### src/cgr_pkg.sv
// Package: constants for the clock guard and reset control block
package cgr_pkg;
	localparam logic [7:0] CGR_DIV_CTRL_ADDR = 8'hdc;
	localparam logic [7:0] CGR_CONV_CTRL_ADDR = 8'hd1;
	localparam logic [7:0] CGR_STATUS_ADDR = 8'hde;
	localparam logic [7:0] CGR_DIV_CTRL_RST = 8'h00;
	localparam int CGR_DIVSEL_LSB = 0;
	localparam int CGR_MAIN_OSC_OFF_BIT = 2;
	localparam logic [1:0] CGR_DIV1 = 2'h0;
	localparam logic [1:0] CGR_DIV2 = 2'h1;
	localparam int CGR_STAB_CYCLES = 4096;
	localparam int CGR_MISS_CYCLES = 4;
	localparam int CGR_SAFE_MIN_GAP = 2;
	typedef enum logic [1:0] {CGR_RESET, CGR_STAB, CGR_RUN} cgr_state_e;
endpackage

### src/cgr_sync_if.sv
// Interface: synchroniser pin bundle
interface cgr_sync_if;
	logic [3:0] raw;
	logic [3:0] clean;
	modport sync (input raw, output clean);
	modport user (output raw, input clean);
endinterface

### src/cgr_clock_guard.sv
// Clock safeguard, divider control and merged reset sequencing
// Notes on behaviour
// With safeguard on, internal clock never exceeds the safeguard maximum.
// Oscillator edges arriving too close together are dropped as spikes.
// Safeguard on: first missing main edge starts auxiliary oscillator as source.
// Safeguard and auxiliary access enabled by a fixed option, not a register.
// Divider control is write-only, resets to zero; bits 3,2 written zero.
// Divider select 00 divides by 1, 01 by 2, 10 and 11 by 4.
// Software keeps a RAM shadow since the divider control cannot be read.
// Software should leave safeguard off where precise timing is needed.
// Internal reset from pin, power-on, watchdog or low-voltage sources.
// Active-low reset pin works in any mode; reset holds while pin low.
// Pin reset in run/wait halts, pulls up I/O, restarts main oscillator.
// Pin reset in stop starts oscillator, pulls up I/O, delays then starts.
// Power-on holds reset, then counts stabilisation once oscillator runs.
// Watchdog timeout resets, clears watchdog, restarts like a pin reset.
// With low-voltage option, reset holds static while supply below reference.
// Low-voltage falling threshold sits below rising threshold for hysteresis.
// Internal reset sources drive the reset pin low.
// Auxiliary oscillator stops once main oscillator runs again.
// Converter control bit 2 stops main oscillator when set.
// One stabilisation counter, restarted by any source, releases on terminal count.
//
// Added by the designer: the strobed register port.
module cgr_clock_guard
	import cgr_pkg::*;
#(
	parameter bit SAFEGUARD_EN = 1'b1,
	parameter bit LVD_EN = 1'b1,
	parameter int STAB_CYCLES = CGR_STAB_CYCLES,
	parameter int MISS_CYCLES = CGR_MISS_CYCLES,
	parameter int SAFE_MIN_GAP = CGR_SAFE_MIN_GAP
) (
	// Clock and reset
	input wire logic sys_clk,
	input wire logic rst,
	// Register port
	input wire logic [7:0] regAddr,
	input wire logic [7:0] regWrData,
	input wire logic regWrStb,
	input wire logic regRdStb,
	output logic [7:0] regRdData,
	// Oscillator and supply inputs (asynchronous)
	input wire logic mainOscIn,
	input wire logic auxOscIn,
	input wire logic powerOnDet,
	input wire logic supplyAboveRise,
	input wire logic supplyAboveFall,
	// Reset pin, open drain
	input wire logic resetPin_n_in,
	output logic resetPin_n_out,
	output logic resetPin_n_oe,
	// Core side
	input wire logic watchdogTimeout,
	input wire logic stopMode,
	output logic internalReset,
	output logic ioPullUpInputs,
	output logic watchdogClear,
	output logic cpuHalt,
	output logic mainOscEnable,
	output logic auxOscEnable,
	output logic clkSelAux,
	output logic intClkTick
);
	localparam int SCW = $clog2(STAB_CYCLES + 1);
	localparam int MCW = $clog2(MISS_CYCLES + 1);
	localparam int GW = $clog2(SAFE_MIN_GAP + 1);

	function automatic logic [1:0] divLimit(input logic [1:0] sel);
		unique case (sel)
			CGR_DIV1: divLimit = 2'h0;
			CGR_DIV2: divLimit = 2'h1;
			default: divLimit = 2'h3;
		endcase
	endfunction

	cgr_sync_if syncBus();
	logic mainOscS, auxOscS, pinLowS, porS;
	assign syncBus.raw = {powerOnDet, ~resetPin_n_in, auxOscIn, mainOscIn};
	assign mainOscS = syncBus.clean[0];
	assign auxOscS = syncBus.clean[1];
	assign pinLowS = syncBus.clean[2];
	assign porS = syncBus.clean[3];

	cgr_pin_sync #(.W(4)) uSync (
		.sys_clk(sys_clk),
		.rst(rst),
		.pins(syncBus)
	);

	// Register state
	logic [1:0] divSelReg;
	logic oscOffReg;
	logic [7:0] rdDataReg;
	logic wdClearReg;

	// Reset sequencing state
	cgr_state_e stateReg;
	logic [SCW-1:0] stabCntReg;
	logic lvdOkReg;
	logic srcInternal, srcAny;

	// Clock guard state
	logic mainPrevReg, auxPrevReg, auxSelReg;
	logic [MCW-1:0] missCntReg;
	logic [GW-1:0] gapCntReg;
	logic [1:0] divCntReg;
	logic mainEdge, auxEdge, srcEdge, filtEdge;

	// Register writes; divider control is write-only
	always_ff @(posedge sys_clk or posedge rst) begin
		if (rst) begin
			divSelReg <= CGR_DIV_CTRL_RST[1:0];
			oscOffReg <= 1'b0;
		end else if (internalReset) begin
			divSelReg <= CGR_DIV_CTRL_RST[1:0];
			oscOffReg <= 1'b0;
		end else if (regWrStb) begin
			if (regAddr == CGR_DIV_CTRL_ADDR) begin
				divSelReg <= regWrData[CGR_DIVSEL_LSB +: 2];
			end
			if (regAddr == CGR_CONV_CTRL_ADDR && SAFEGUARD_EN) begin
				oscOffReg <= regWrData[CGR_MAIN_OSC_OFF_BIT];
			end
		end
	end

	// Reads: divider control reads zero, status shows own state
	always_ff @(posedge sys_clk or posedge rst) begin
		if (rst) begin
			rdDataReg <= 8'h00;
		end else if (regRdStb) begin
			if (regAddr == CGR_CONV_CTRL_ADDR) begin
				rdDataReg <= {5'h00, oscOffReg, 2'h0};
			end else if (regAddr == CGR_STATUS_ADDR) begin
				rdDataReg <= {4'h0, lvdOkReg, auxSelReg, stateReg};
			end else begin
				rdDataReg <= 8'h00;
			end
		end else begin
			rdDataReg <= 8'h00;
		end
	end
	assign regRdData = rdDataReg;

	// Low-voltage detector with two thresholds
	always_ff @(posedge sys_clk or posedge rst) begin
		if (rst) begin
			lvdOkReg <= 1'b0;
		end else if (!lvdOkReg && supplyAboveRise) begin
			lvdOkReg <= 1'b1;
		end else if (lvdOkReg && !supplyAboveFall) begin
			lvdOkReg <= 1'b0;
		end
	end

	assign srcInternal = porS | watchdogTimeout
		| (LVD_EN & ~lvdOkReg);
	assign srcAny = srcInternal | pinLowS;

	// Stabilisation counter on active oscillator ticks
	always_ff @(posedge sys_clk or posedge rst) begin
		if (rst) begin
			stateReg <= CGR_RESET;
			stabCntReg <= '0;
		end else if (srcAny) begin
			stateReg <= CGR_RESET;
			stabCntReg <= '0;
		end else begin
			unique case (stateReg)
				CGR_RESET: begin
					stateReg <= CGR_STAB;
					stabCntReg <= '0;
				end
				CGR_STAB: begin
					if (srcEdge) begin
						if (stabCntReg == SCW'(STAB_CYCLES - 1)) begin
							stateReg <= CGR_RUN;
						end else begin
							stabCntReg <= stabCntReg + 1'b1;
						end
					end
				end
				CGR_RUN: stateReg <= CGR_RUN;
			endcase
		end
	end

	assign internalReset = (stateReg != CGR_RUN);
	assign ioPullUpInputs = internalReset;
	assign cpuHalt = internalReset;

	always_ff @(posedge sys_clk or posedge rst) begin
		if (rst) begin
			wdClearReg <= 1'b0;
		end else begin
			wdClearReg <= watchdogTimeout;
		end
	end
	assign watchdogClear = wdClearReg;

	// Open-drain reset pin pulled low by internal sources
	assign resetPin_n_out = 1'b0;
	assign resetPin_n_oe = srcInternal;

	// Main oscillator restarts on reset or cleared off bit
	assign mainOscEnable = ~oscOffReg | internalReset;

	// Edge detection on filtered oscillator inputs
	always_ff @(posedge sys_clk or posedge rst) begin
		if (rst) begin
			mainPrevReg <= 1'b0;
			auxPrevReg <= 1'b0;
		end else begin
			mainPrevReg <= mainOscS;
			auxPrevReg <= auxOscS;
		end
	end
	assign mainEdge = mainOscS & ~mainPrevReg;
	assign auxEdge = auxOscS & ~auxPrevReg;

	// Missing-edge watch and auxiliary switchover
	always_ff @(posedge sys_clk or posedge rst) begin
		if (rst) begin
			missCntReg <= '0;
			auxSelReg <= 1'b0;
		end else if (!SAFEGUARD_EN) begin
			missCntReg <= '0;
			auxSelReg <= 1'b0;
		end else if (mainEdge && mainOscEnable) begin
			missCntReg <= '0;
			auxSelReg <= 1'b0;
		end else if (missCntReg == MCW'(MISS_CYCLES)) begin
			auxSelReg <= 1'b1;
		end else begin
			missCntReg <= missCntReg + 1'b1;
		end
	end
	assign auxOscEnable = auxSelReg | (SAFEGUARD_EN & ~mainOscEnable);
	assign clkSelAux = auxSelReg;
	assign srcEdge = auxSelReg ? auxEdge : mainEdge;

	// Spike filter: minimum spacing between accepted edges
	always_ff @(posedge sys_clk or posedge rst) begin
		if (rst) begin
			gapCntReg <= '0;
		end else if (filtEdge) begin
			gapCntReg <= GW'(SAFE_MIN_GAP);
		end else if (gapCntReg != '0) begin
			gapCntReg <= gapCntReg - 1'b1;
		end
	end
	assign filtEdge = srcEdge & (!SAFEGUARD_EN || gapCntReg == '0);

	// Programmable divider on filtered edges
	always_ff @(posedge sys_clk or posedge rst) begin
		if (rst) begin
			divCntReg <= 2'h0;
		end else if (filtEdge) begin
			divCntReg <= (divCntReg >= divLimit(divSelReg)) ? 2'h0
				: divCntReg + 2'h1;
		end
	end
	assign intClkTick = filtEdge && (divCntReg >= divLimit(divSelReg));
endmodule // cgr_clock_guard

### src/cgr_pin_sync.sv
// Three-flop pin synchroniser with agreement filter
module cgr_pin_sync #(
	parameter int W = 4
) (
	// Clock and reset
	input wire logic sys_clk,
	input wire logic rst,
	// Pins
	cgr_sync_if.sync pins
);
	logic [W-1:0] s1Reg, s2Reg, s3Reg, cleanReg;
	always_ff @(posedge sys_clk or posedge rst) begin
		if (rst) begin
			s1Reg <= '0;
			s2Reg <= '0;
			s3Reg <= '0;
		end else begin
			s1Reg <= pins.raw;
			s2Reg <= s1Reg;
			s3Reg <= s2Reg;
		end
	end
	genvar i;
	generate
		for (i = 0; i < W; i++) begin : gAgree
			always_ff @(posedge sys_clk or posedge rst) begin
				if (rst) begin
					cleanReg[i] <= 1'b0;
				end else if (s2Reg[i] == s3Reg[i]) begin
					cleanReg[i] <= s3Reg[i];
				end
			end
		end
	endgenerate
	assign pins.clean = cleanReg;
endmodule // cgr_pin_sync

### config.mk
export PLATFORM = sky130hd
export DESIGN_NAME = cgr_clock_guard
export DESIGN_NICKNAME = d
export VERILOG_FILES = /design/src/cgr_pkg.sv /design/src/cgr_sync_if.sv /design/src/cgr_clock_guard.sv /design/src/cgr_pin_sync.sv
export SDC_FILE = /design/constraint.sdc
export NUM_CORES = 1
export LEC_CHECK = 0
export ABC_AREA = 0
export BUFFER_PORTS_ARGS = -buffer_cell sky130_fd_sc_hd__buf_4
export CORE_MARGIN = 4
export CORE_UTILIZATION = 49
export DETAILED_ROUTE_END_ITERATION = 12
export PLACE_DENSITY = 0.82
export SYNTH_ARGS = -nofsm -noshare
export SYNTH_HDL_FRONTEND = slang
export SYNTH_SLANG_ARGS = --single-unit
### constraint.sdc
create_clock -name sys_clk -period 2 [get_ports sys_clk]
set_input_delay 0.1 -clock sys_clk [delete_from_list [all_inputs] [get_ports sys_clk]]
set_output_delay 0.1 -clock sys_clk [all_outputs]
set_load 0.02 [all_outputs]
==> results of run 1 <==
metal layers:
layer	up-vias	global-route usage [%]	routed length (um)
li1	904	-	-
met1	891	20.59	1956
met3	8	3.555	186
met4	0	5.594	96
met2	42	29.79	2392
met5	-	0	0
report_power, final:
| group | internal, mW | switching, mW | total [mW] | leakage, nW |
|---|---|---|---|---|
| clock | 0.258 | 0.352 | 0.609 | 0.0491 |
| combinational | 0.238 | 0.282 | 0.520 | 0.592 |
| sequential | 1.12 | 0.0860 | 1.20 | 0.640 |
repair_timing:
item                                   4_1_cts  5_1_grt
gates resized for setup                      0        0
endpoints found under the hold margin       26        0
hold buffers                                 6        0
setup buffers                                0        0
placed cells by master, fill, tap and decap left out, types with 6 or more instances in the layout:
cell           synthesis  layout
dfrtp_1               50      50
buf_4                  7      47
nor2_1                17      17
nand2_1               17      17
inv_1                 16      15
nand2b_1               9       9
ha_1                   9       9
o211ai_1               8       8
nand4_1                6       6
a31oi_1                6       6
mux2i_1                6       6
dlygate4sd3_1          0       6
cell type report:
cell class	count	share of cell area [%]
clock buffer	5	2.331
clock inverter	3	0.8898
inverter	16	2.034
multi-input combinational	153	35.55
sequential	50	42.37
tap	67	2.839
timing repair buffer	53	13.98
synthesized netlist by cell type, types with 2 or more instances:
master / instances / area [sq um]
mux2i_1: 6 / 60.06
maj3_1: 4 / 40.04
a41oi_1: 2 / 17.52
buf_4: 7 / 52.55
o311ai_0: 2 / 17.52
o311ai_1: 2 / 17.52
xnor2_1: 2 / 17.52
nand4b_1: 2 / 17.52
inv_1: 16 / 60.06
nand2_1: 17 / 63.81
o21ai_1: 4 / 20.02
and3_1: 2 / 12.51
dfrtp_1: 50 / 1251
nand2b_1: 9 / 56.30
nand4_1: 6 / 37.54
and3b_1: 2 / 17.52
a31oi_1: 6 / 37.54
o211ai_1: 8 / 60.06
a21oi_1: 5 / 25.02
buf_2: 2 / 10.01
nand3_1: 4 / 20.02
ha_1: 9 / 112.6
clkbuf_1: 3 / 11.26
nor4_1: 5 / 31.28
and2_1: 5 / 31.28
or4_1: 4 / 30.03
nor2_1: 17 / 63.81
nor3_1: 4 / 20.02
kinds of logic (layout without fill, tap and decap cells):
logic type	Yosys count	count (layout)	synth area share, %
AOI/OAI and AO/OA	36	36	10.70
xor gates and xnor gates	3	3	1.086
adders and majority gates	13	13	6.308
buffers and inverters	28	77	5.533
DFF	50	50	51.71
muxes	8	8	3.413
other	1	5	0.1550
and+or+nand+nor	88	88	21.10
flip-flops by register name (all words and copies together), names as in the netlist, 2 cells and up:
| signal | flops |
|---|---|
| uSync.s3Reg | 4 |
| divSelReg | 2 |
| divCntReg | 2 |
| missCntReg | 3 |
| stabCntReg | 13 |
| stateReg | 2 |
| uSync.pins.clean | 4 |
| uSync.s2Reg | 4 |
| regRdData | 4 |
| gapCntReg | 2 |
| uSync.s1Reg | 4 |
worst max-delay path, cell delays in order (launching register included):
cell and delay [ps]:
dfrtp_1 400, or2_2 300, ha_1 260, nand2b_1 130, a21oi_1 150, nor2_1 80, buf_4 170
worst max path at each step:
stage                   from             to  slack (ps)  cells after the start
6_report        divSelReg[1]     intClkTick         100                      6
5_1_grt         divSelReg[1]     intClkTick          20                      6
4_1_cts         divSelReg[1]     intClkTick          70                      6
3_5_place_dp   stabCntReg[0]  stabCntReg[2]         130                      5
3_3_place_gp   stabCntReg[0]  stabCntReg[2]         150                      5
2_1_floorplan  stabCntReg[0]  stabCntReg[2]         160                      6
metrics by stage:
step / std cells / worst slack, ps / hold WS, ps / total power, mW
floorplan: 231 / 157.4 / 131.4 / 1.568
global placement: 333 / 145.9 / 139.8 / 1.717
detailed placement: 333 / 132.1 / 138.2 / 1.745
CTS: 347 / 67.03 / 11.63 / 2.368
global route: 347 / 17.80 / 8.970 / 2.504
finish: 347 / 104.2 / 20.35 / 2.333
==> summary.txt, run 1 <==
number of diodes: 0
core footprint: 4755 sq um
register area share after synthesis: 51.71%
async set-reset flop share out of synthesis: 100.0%
Power Density: 790.2 nW/um^2
row count: 25
share of cells above drive strength 1: 23.21%
average size of a mapped cell: 10.66 sq um
Top Ports: 46
first-pass GRT wire length: 8.376 mm
final WL: 4.631 mm
pin count of the biggest net entering global routing: 24
status: finished clean
initial antenna violation count: 0
hold_sp: regRdStb
RSZ-0062 raised after global routing: no
post-synthesis cell count: 227
DP HPWL: 3.615 mm
Hold Vio Cnt, Final: 0
critical path fanouts, max: 3
Worst Setup End Kind: output port
# port buffers: 34
worst-case clock buffer depth: 2
fin util: 62.11%
routed vias/inst: 5.317
initial core utilization: 50.89%
Fill cells: 412
vias: 1845
Num CTS Buffers: 5
DR DRC count: 0
gp weighted congestion: 0.8631
Syn Std Cell Area: 2420 sq um
RR Startpoint: stabCntReg[0]
Multi-input gate area: 1050 sq um
Reg2Reg Setup Slack: 110 ps
GRT Total Usage: 16.90%
Fin Clk Skew: 10.12 ps
Max H-tree Level: 2
clock period minus worst slack: 1896 ps
Final Setup Violations: 0
Hold Path End: regRdData[2]
Critical Path RT: 1900 ps
post-DR wirelength/cell: 13.35 um
relative slew slack: 61.87%
CTS tree: built
top_reg_cell synth: dfrtp_1
1st-iter DRT viols: 175
Worst-Skew Late Latency: 300 ps
Synth Register Bits: 50
Leak: 1.282 nW
vias in the first global route: 1886
first-pass iteration count of the detailed router: 4
clk sinks: 50
width of the die: 78.28 um
type of origin of the critical path: flop
Arrival @ worst endpoint: 1800 ps
Finished Cell Area: 2953 sq um
clock slew at reported path FFs: 100 ps
worst r2r dst: stabCntReg[2]
fin. max-slew vios: 0
crit path kind: flop to output port
maximum VDD drop: 556.4 uV
final net count: 316
Sum Neg Setup Slack: 0 ps
hold crit path type: input port to flop
GRT overflow: 0
die area: 6127 sq um
DP Area: 2798 sq um
Synth cell types: 50
Reg2Reg Depth: 5
period utilization: 94.79%
FF/Latch Area: 1251 sq um
root buf cell: clkbuf_8
DIE HEIGHT: 78.28 um
hold path cells: 2
number of flops mapped to enable cells by yosys: 0
Yosys Warn Count: 0
# Max-Cap Violations: 0
area grow syn2layout: 22.03%
Detail Route Antenna Nets: 0
top achievable clock speed: 527.5 MHz
slew at the pin closest to its max-slew limit: 566.7 ps
No activity file was read; power rests on OpenSTA's default activity.
==> inputs of run 2 (changes only) <==
PLACE_DENSITY = 0.75   (was 0.82)
SLEW_MARGIN = 25   (was not set)
==> run 2 against run 1 <==
Compared with the run above: cell count decreased by 0.29%; largest cell class unchanged; combinational power increased by 1%; largest power group unchanged; highest routed layer unchanged; global-route usage decreased by 0.28 points; sequential cell count unchanged; clock power increased by 16%.
==> summary.txt, run 2 (synthesized netlist as in run 1, its figures left out) <==
post-DR wirelength/cell: 13.54 um (+1.4%)
worst r2r dst: stabCntReg[2]
root buf cell: clkbuf_8
Hold Path End: regRdData[2]
DIE HEIGHT: 78.28 um (unchanged)
share of cells above drive strength 1: 23.30% (+0.083 points)
vias in the first global route: 1842 (-2.3%)
Reg2Reg Depth: 6 (+1)
DR DRC count: 0 (unchanged)
Reg with most FFs: stabCntReg
worst-case clock buffer depth: 2 (unchanged)
GRT Total Usage: 16.63% (-0.28 points)
max reg flops: 13 (unchanged)
gp weighted congestion: 0.8349 (-3.3%)
crit-path max cell delay: 650 ps (+250 ps)
final WL: 4.684 mm (+1.1%)
status: finished clean
Finished Cell Area: 2967 sq um (+0.47%)
most common cell after layout, fill and taps aside: dfrtp_1
critical path fanouts, max: 11 (+8)
type of origin of the critical path: flop
RR Startpoint: stabCntReg[0]
row count: 25 (unchanged)
most frequent cells in the layout: 50 x dfrtp_1, 46 x buf_4, 17 x nor2_1, 17 x nand2_1, 15 x inv_1
crit path kind: flop to flop
width of the die: 78.28 um (unchanged)
clk sinks: 50 (unchanged)
area grow syn2layout: 22.60%
vias: 1859 (+0.76%)
Final Setup Violations: 0 (unchanged)
clock period minus worst slack: 1896 ps (-0.2470 ps)
Worst-Skew Late Latency: 300 ps (about the same)
# Max-Cap Violations: 0 (unchanged)
critical path's top delay family: simple AND/OR/NAND/NOR gates
routed vias/inst: 5.373 (+1.1%)
first-pass iteration count of the detailed router: 4 (unchanged)
initial core utilization: 50.89% (unchanged)
top achievable clock speed: 527.6 MHz (about the same)
Detail Route Antenna Nets: 0 (unchanged)
Fill cells: 397 (-3.6%)
slew at the pin closest to its max-slew limit: 784.8 ps (+218.1 ps)
Reg2Reg Setup Slack: 100 ps (about the same)
Sum Neg Setup Slack: 0 ps (unchanged)
Worst Setup End Kind: flop
# port buffers: 34 (unchanged)
hold_ws: 20.13 ps (-0.2264 ps)
relative slew slack: 47.61% (-14 points)
GRT overflow: 0 (unchanged)
Power Density: 821.6 nW/um^2 (+4.0%)
Num CTS Buffers: 5 (unchanged)
CP max stage cell: or4b_2
first-pass GRT wire length: 8.148 mm (-2.7%)
1st-iter DRT viols: 104 (-41%)
RSZ-0062 raised after global routing: no
Tot Pwr: 2.437 mW (+4.5%)
hold crit path type: input port to flop
hold path cells: 2 (unchanged)
DP HPWL: 3.489 mm (-3.5%)
hold_sp: regRdStb
Arrival @ worst endpoint: 2130 ps (+330 ps)
maximum VDD drop: 592.2 uV (+6.4%)
pin count of the biggest net entering global routing: 41 (+71%)
die area: 6127 sq um (unchanged)
core footprint: 4755 sq um (unchanged)
number of diodes: 0 (unchanged)
period utilization: 94.78% (about the same)
Fin Clk Skew: 5.292 ps (-4.833 ps)
CTS tree: built
DP Area: 2783 sq um (-0.54%)
final net count: 315 (-0.32%)
Bufs and invs on worst path: 1 (unchanged)
Max H-tree Level: 2 (unchanged)
Leak: 1.290 nW (+0.64%)
Critical Path RT: 2230 ps (+330 ps)
clock slew at reported path FFs: 90 ps (about the same)
initial antenna violation count: 0 (unchanged)
Hold Vio Cnt, Final: 0 (unchanged)
Top Ports: 46 (unchanged)
fin. max-slew vios: 0 (unchanged)
worst-path cell chain: ha_1 -> nand3_4 -> nor4_1 -> buf_4 -> or4b_2 -> a21oi_2
## run 2: power by group
part           leakage, nW  total, mW  switching (mW)  internal [mW]
clock               0.0585      0.709           0.335          0.375
sequential           0.640       1.20          0.0844           1.12
combinational        0.591      0.525           0.284          0.241
total                 1.29       2.44           0.703           1.73
## run 2: repair_timing
item	CTS	global route
resized for setup	0	1
endpoints found under the setup margin	0	2
endpoints found under the hold margin	43	0
hold buffers	6	0
setup buffers	0	1
## run 2: per-layer routing
layer / routed length (um) / part of all wire (%) / track usage (%)
met4: 50 / 1.1 / 5.245
met5: 0 / 0 / 0
met3: 158 / 3.4 / 3.096
met2: 2361 / 50 / 28.00
met1: 2114 / 45 / 21.77
## run 2: how the worst max path moves through the flow
stage                   from  slack (ps)  cells after the start             to
6_report       stabCntReg[0]         100                      6  stabCntReg[2]
5_1_grt         divSelReg[1]           7                      6     intClkTick
4_1_cts        stabCntReg[1]          70                      5  stabCntReg[2]
3_5_place_dp   stabCntReg[1]          90                      5  stabCntReg[2]
3_3_place_gp   stabCntReg[0]         130                      5  stabCntReg[2]
2_1_floorplan  stabCntReg[0]         160                      6  stabCntReg[2]
## run 2: area by class of cell
| cell class | count | area, sq um | share of cell area, % |
|---|---|---|---|
| Sequential cell | 50 | 1251 | 42.18 |
| Clock inverter | 3 | 43.79 | 1.476 |
| Inverter | 16 | 60.06 | 2.024 |
| Multi-Input combinational cell | 153 | 1054 | 35.51 |
| Tap cell | 67 | 83.83 | 2.826 |
| Timing Repair Buffer | 52 | 405.4 | 13.67 |
| Clock buffer | 5 | 68.82 | 2.320 |
## run 2: per-stage QoR
stage | setup slack [ps] | instances | util (%)
2_1_floorplan | 157.4 | 231 | -
3_5_place_dp | 85.61 | 331 | 58.53
6_report | 104.5 | 346 | 62.39
5_1_grt | 6.552 | 346 | 62.39
3_3_place_gp | 133.6 | 331 | 58.53
4_1_cts | 67.06 | 345 | 62.16
==> inputs of run 3 (changes only) <==
CAP_MARGIN = 20   (was not set)
SYNTH_HIERARCHICAL = 1   (was not set)
==> run 3 against run 2 <==
Compared with the run above: die area is 0.79% lower; synthesized area is 0.88% lower; via count is 2.9% lower; combinational power is 5.5% lower; sequential power hardly changed; setup slack worse by 16 ps; routed wire length is 2.6% higher; maximum frequency is 0.81% lower; largest cell class unchanged; sequential cell count stayed put; cell area hardly changed.
==> summary.txt, run 3 <==
DP HPWL: 3.485 mm (-0.13%)
Synth cell types: 54 (+8.0%)
clk sinks: 50 (unchanged)
period utilization: 95.55% (+0.78 points)
Critical Path RT: 2220 ps (about the same)
final net count: 309 (-1.9%)
Reg with most FFs: stabCntReg
row count: 25 (unchanged)
hold_ws: 14.53 ps (-5.598 ps)
root buf cell: clkbuf_8
maximum VDD drop: 589.0 uV (-0.55%)
top cells by area, synth: dfrtp_1 52%, ha_1 4.7%, inv_1 2.5%
Detail Route Antenna Nets: 0 (unchanged)
die area: 6079 sq um (-0.79%)
gp weighted congestion: 0.7802 (-6.6%)
final WL: 4.808 mm (+2.6%)
async set-reset flop share out of synthesis: 100.0% (unchanged)
max reg flops: 13 (unchanged)
share of cells above drive strength 1: 26.37% (+3.1 points)
top achievable clock speed: 523.3 MHz (-0.81%)
post-synthesis cell count: 220 (-3.1%)
GRT overflow: 0 (unchanged)
most frequent cell after synthesis: dfrtp_1
Post-synth top cells: 50 x dfrtp_1, 16 x inv_1, 14 x nor2_1
first-pass iteration count of the detailed router: 4 (unchanged)
Tot Pwr: 2.435 mW (about the same)
Fill cells: 411 (+3.5%)
Yosys Warn Count: 6 (+6)
first-pass GRT wire length: 8.473 mm (+4.0%)
Synth Register Bits: 50 (unchanged)
number of diodes: 0 (unchanged)
Leak: 1.354 nW (+5.0%)
pin count of the biggest net entering global routing: 35 (-15%)
Syn Std Cell Area: 2399 sq um (-0.88%)
worst-case clock buffer depth: 2 (unchanged)
Max H-tree Level: 2 (unchanged)
type of origin of the critical path: input port
status: finished clean
most common cell after layout, fill and taps aside: dfrtp_1
largest family of logic cells by synthesized area: simple AND/OR/NAND/NOR gates
Fin Clk Skew: 4.393 ps (-0.8989 ps)
post-synthesis compound-gate area fraction: 12.26% (+1.6 points)
Worst-Skew Late Latency: 300 ps (about the same)
crit path kind: input port to flop
initial antenna violation count: 0 (unchanged)
Synth Area in XOR/XNOR: 1.095% (+0.0096 points)
share of the synthesized area in the top cell type: 52.16% (+0.46 points)
Num CTS Buffers: 5 (unchanged)
most frequent cells in the layout: 50 x dfrtp_1, 43 x buf_4, 16 x inv_1
vias in the first global route: 1824 (-0.98%)
width of the die: 77.97 um (-0.40%)
multiplexer share of the synthesized area: 2.608% (-0.80 points)
routed vias/inst: 5.309 (-1.2%)
1st-iter DRT viols: 149 (+43%)
core footprint: 4723 sq um (-0.66%)
Top Ports: 46 (unchanged)
Power Density: 821.3 nW/um^2 (about the same)
# port buffers: 34 (unchanged)
area grow syn2layout: 23.63%
vias: 1805 (-2.9%)
DR DRC count: 0 (unchanged)
initial core utilization: 50.78% (-0.11 points)
relative slew slack: 61.62% (+14 points)
top_reg_cell synth: dfrtp_1
Arrival @ worst endpoint: 2140 ps (about the same)
average size of a mapped cell: 10.90 sq um (+2.3%)
Hold Vio Cnt, Final: 0 (unchanged)
Finished Layout Cells: 340 (-1.7%)
Final Setup Violations: 0 (unchanged)
slew at the pin closest to its max-slew limit: 575.0 ps (-209.8 ps)
# Max-Cap Violations: 0 (unchanged)
hold crit path type: input port to flop
DIE HEIGHT: 77.97 um (-0.40%)
post-DR wirelength/cell: 14.14 um (+4.5%)
CTS tree: built
adder-cell share of the synthesized area: 6.573% (+0.26 points)
clock period minus worst slack: 1911 ps (+15.54 ps)
register area share after synthesis: 52.16% (+0.46 points)
Worst Setup End Kind: flop
placed cells: 324 (-2.1%)
post-synth top area cell: dfrtp_1
GRT Total Usage: 17.50% (+0.87 points)
number of flops mapped to enable cells by yosys: 0 (unchanged)
clock slew at reported path FFs: 90 ps (about the same)
critical path fanouts, max: 5 (-6)
Post-Synth Simple-Gate Area: 19.98% (-1.1 points)
fin. max-slew vios: 0 (unchanged)
run 3: worst paths after layout:
| path | end | cells past startpoint | startpoint | slack, ps |
|---|---|---|---|---|
| worst max-delay path | stabCntReg[10] | 6 | watchdogTimeout | 90 |
| worst min-delay path | regRdData[2] | 2 | regRdStb | 10 |
| worst max register to register | stateReg[1] | 5 | stabCntReg[0] | 100 |
| worst min register to register | uSync/s2Reg[2] | 0 | uSync/s1Reg[2] | 360 |
| max in group asynchronous | uSync/pins.clean[3] | 3 | rst | 1200 |
| min in group asynchronous | uSync/s2Reg[1] | 3 | rst | 430 |
run 3: final cells by class:
class | instances | area, sq um | share of cell area [%]
Clock buffer | 5 | 68.82 | 2.321
Sequential cell | 50 | 1251 | 42.19
Multi-Input combinational cell | 150 | 1070 | 36.08
Inverter | 16 | 60.06 | 2.025
Clock inverter | 3 | 48.80 | 1.646
Timing Repair Buffer | 49 | 382.9 | 12.91
Tap cell | 67 | 83.83 | 2.827
run 3: repair_timing:
item,in CTS,in global routing
endpoints found under the setup margin,0,2
buffers inserted,0,2
gates resized for setup,0,5
hold endpoints to repair,55,0
hold buffers,6,0
run 3: power breakdown:
| part | switching (mW) | total (mW) | internal (mW) | leakage [nW] |
|---|---|---|---|---|
| clock | 0.353 | 0.734 | 0.381 | 0.0563 |
| combinational | 0.272 | 0.496 | 0.224 | 0.658 |
| sequential | 0.0896 | 1.21 | 1.12 | 0.640 |
| total | 0.714 | 2.44 | 1.72 | 1.35 |
run 3: logic make-up (layout without fill, tap and decap cells):
| logic type | Yosys count | count (layout) |
|---|---|---|
| AO/OA/AOI/OAI | 43 | 43 |
| XOR/XNOR | 3 | 3 |
| multiplexers | 6 | 6 |
| AND/OR/NAND/NOR | 80 | 80 |
| other | 1 | 5 |
| buffers and inverters | 24 | 73 |
| adder cells (fa/ha/maj) | 13 | 13 |
| flip-flops | 50 | 50 |
run 3: critical path: stages:
cell and delay, ps:
dlygate4sd3_1 540, buf_4 150, or4b_1 670, a21oi_1 250, o21ai_1 190, a31oi_1 230
run 3: metal layers:
| metal | share of wire, % | GRT usage [%] | vias to the layer above |
|---|---|---|---|
| met3 | 4.0 | 3.480 | 5 |
| li1 | - | - | 877 |
| met4 | 1.2 | 5.944 | 0 |
| met1 | 45 | 23.10 | 889 |
| met2 | 50 | 28.77 | 34 |
| met5 | 0 | 0 | - |
run 3: per-stage QoR:
stage | setup WS, ps | util [%] | TNS, ps | area, sq um
finish | 88.92 | 62.78 | 0 | 2965
floorplan | 159.7 | - | 0 | 2414
global placement | 172.7 | 58.04 | 0 | 2741
detailed placement | 131.0 | 58.04 | 0 | 2741
CTS | 68.30 | 61.80 | 0 | 2919
global route | -10.87 | 62.78 | -14.12 | 2965
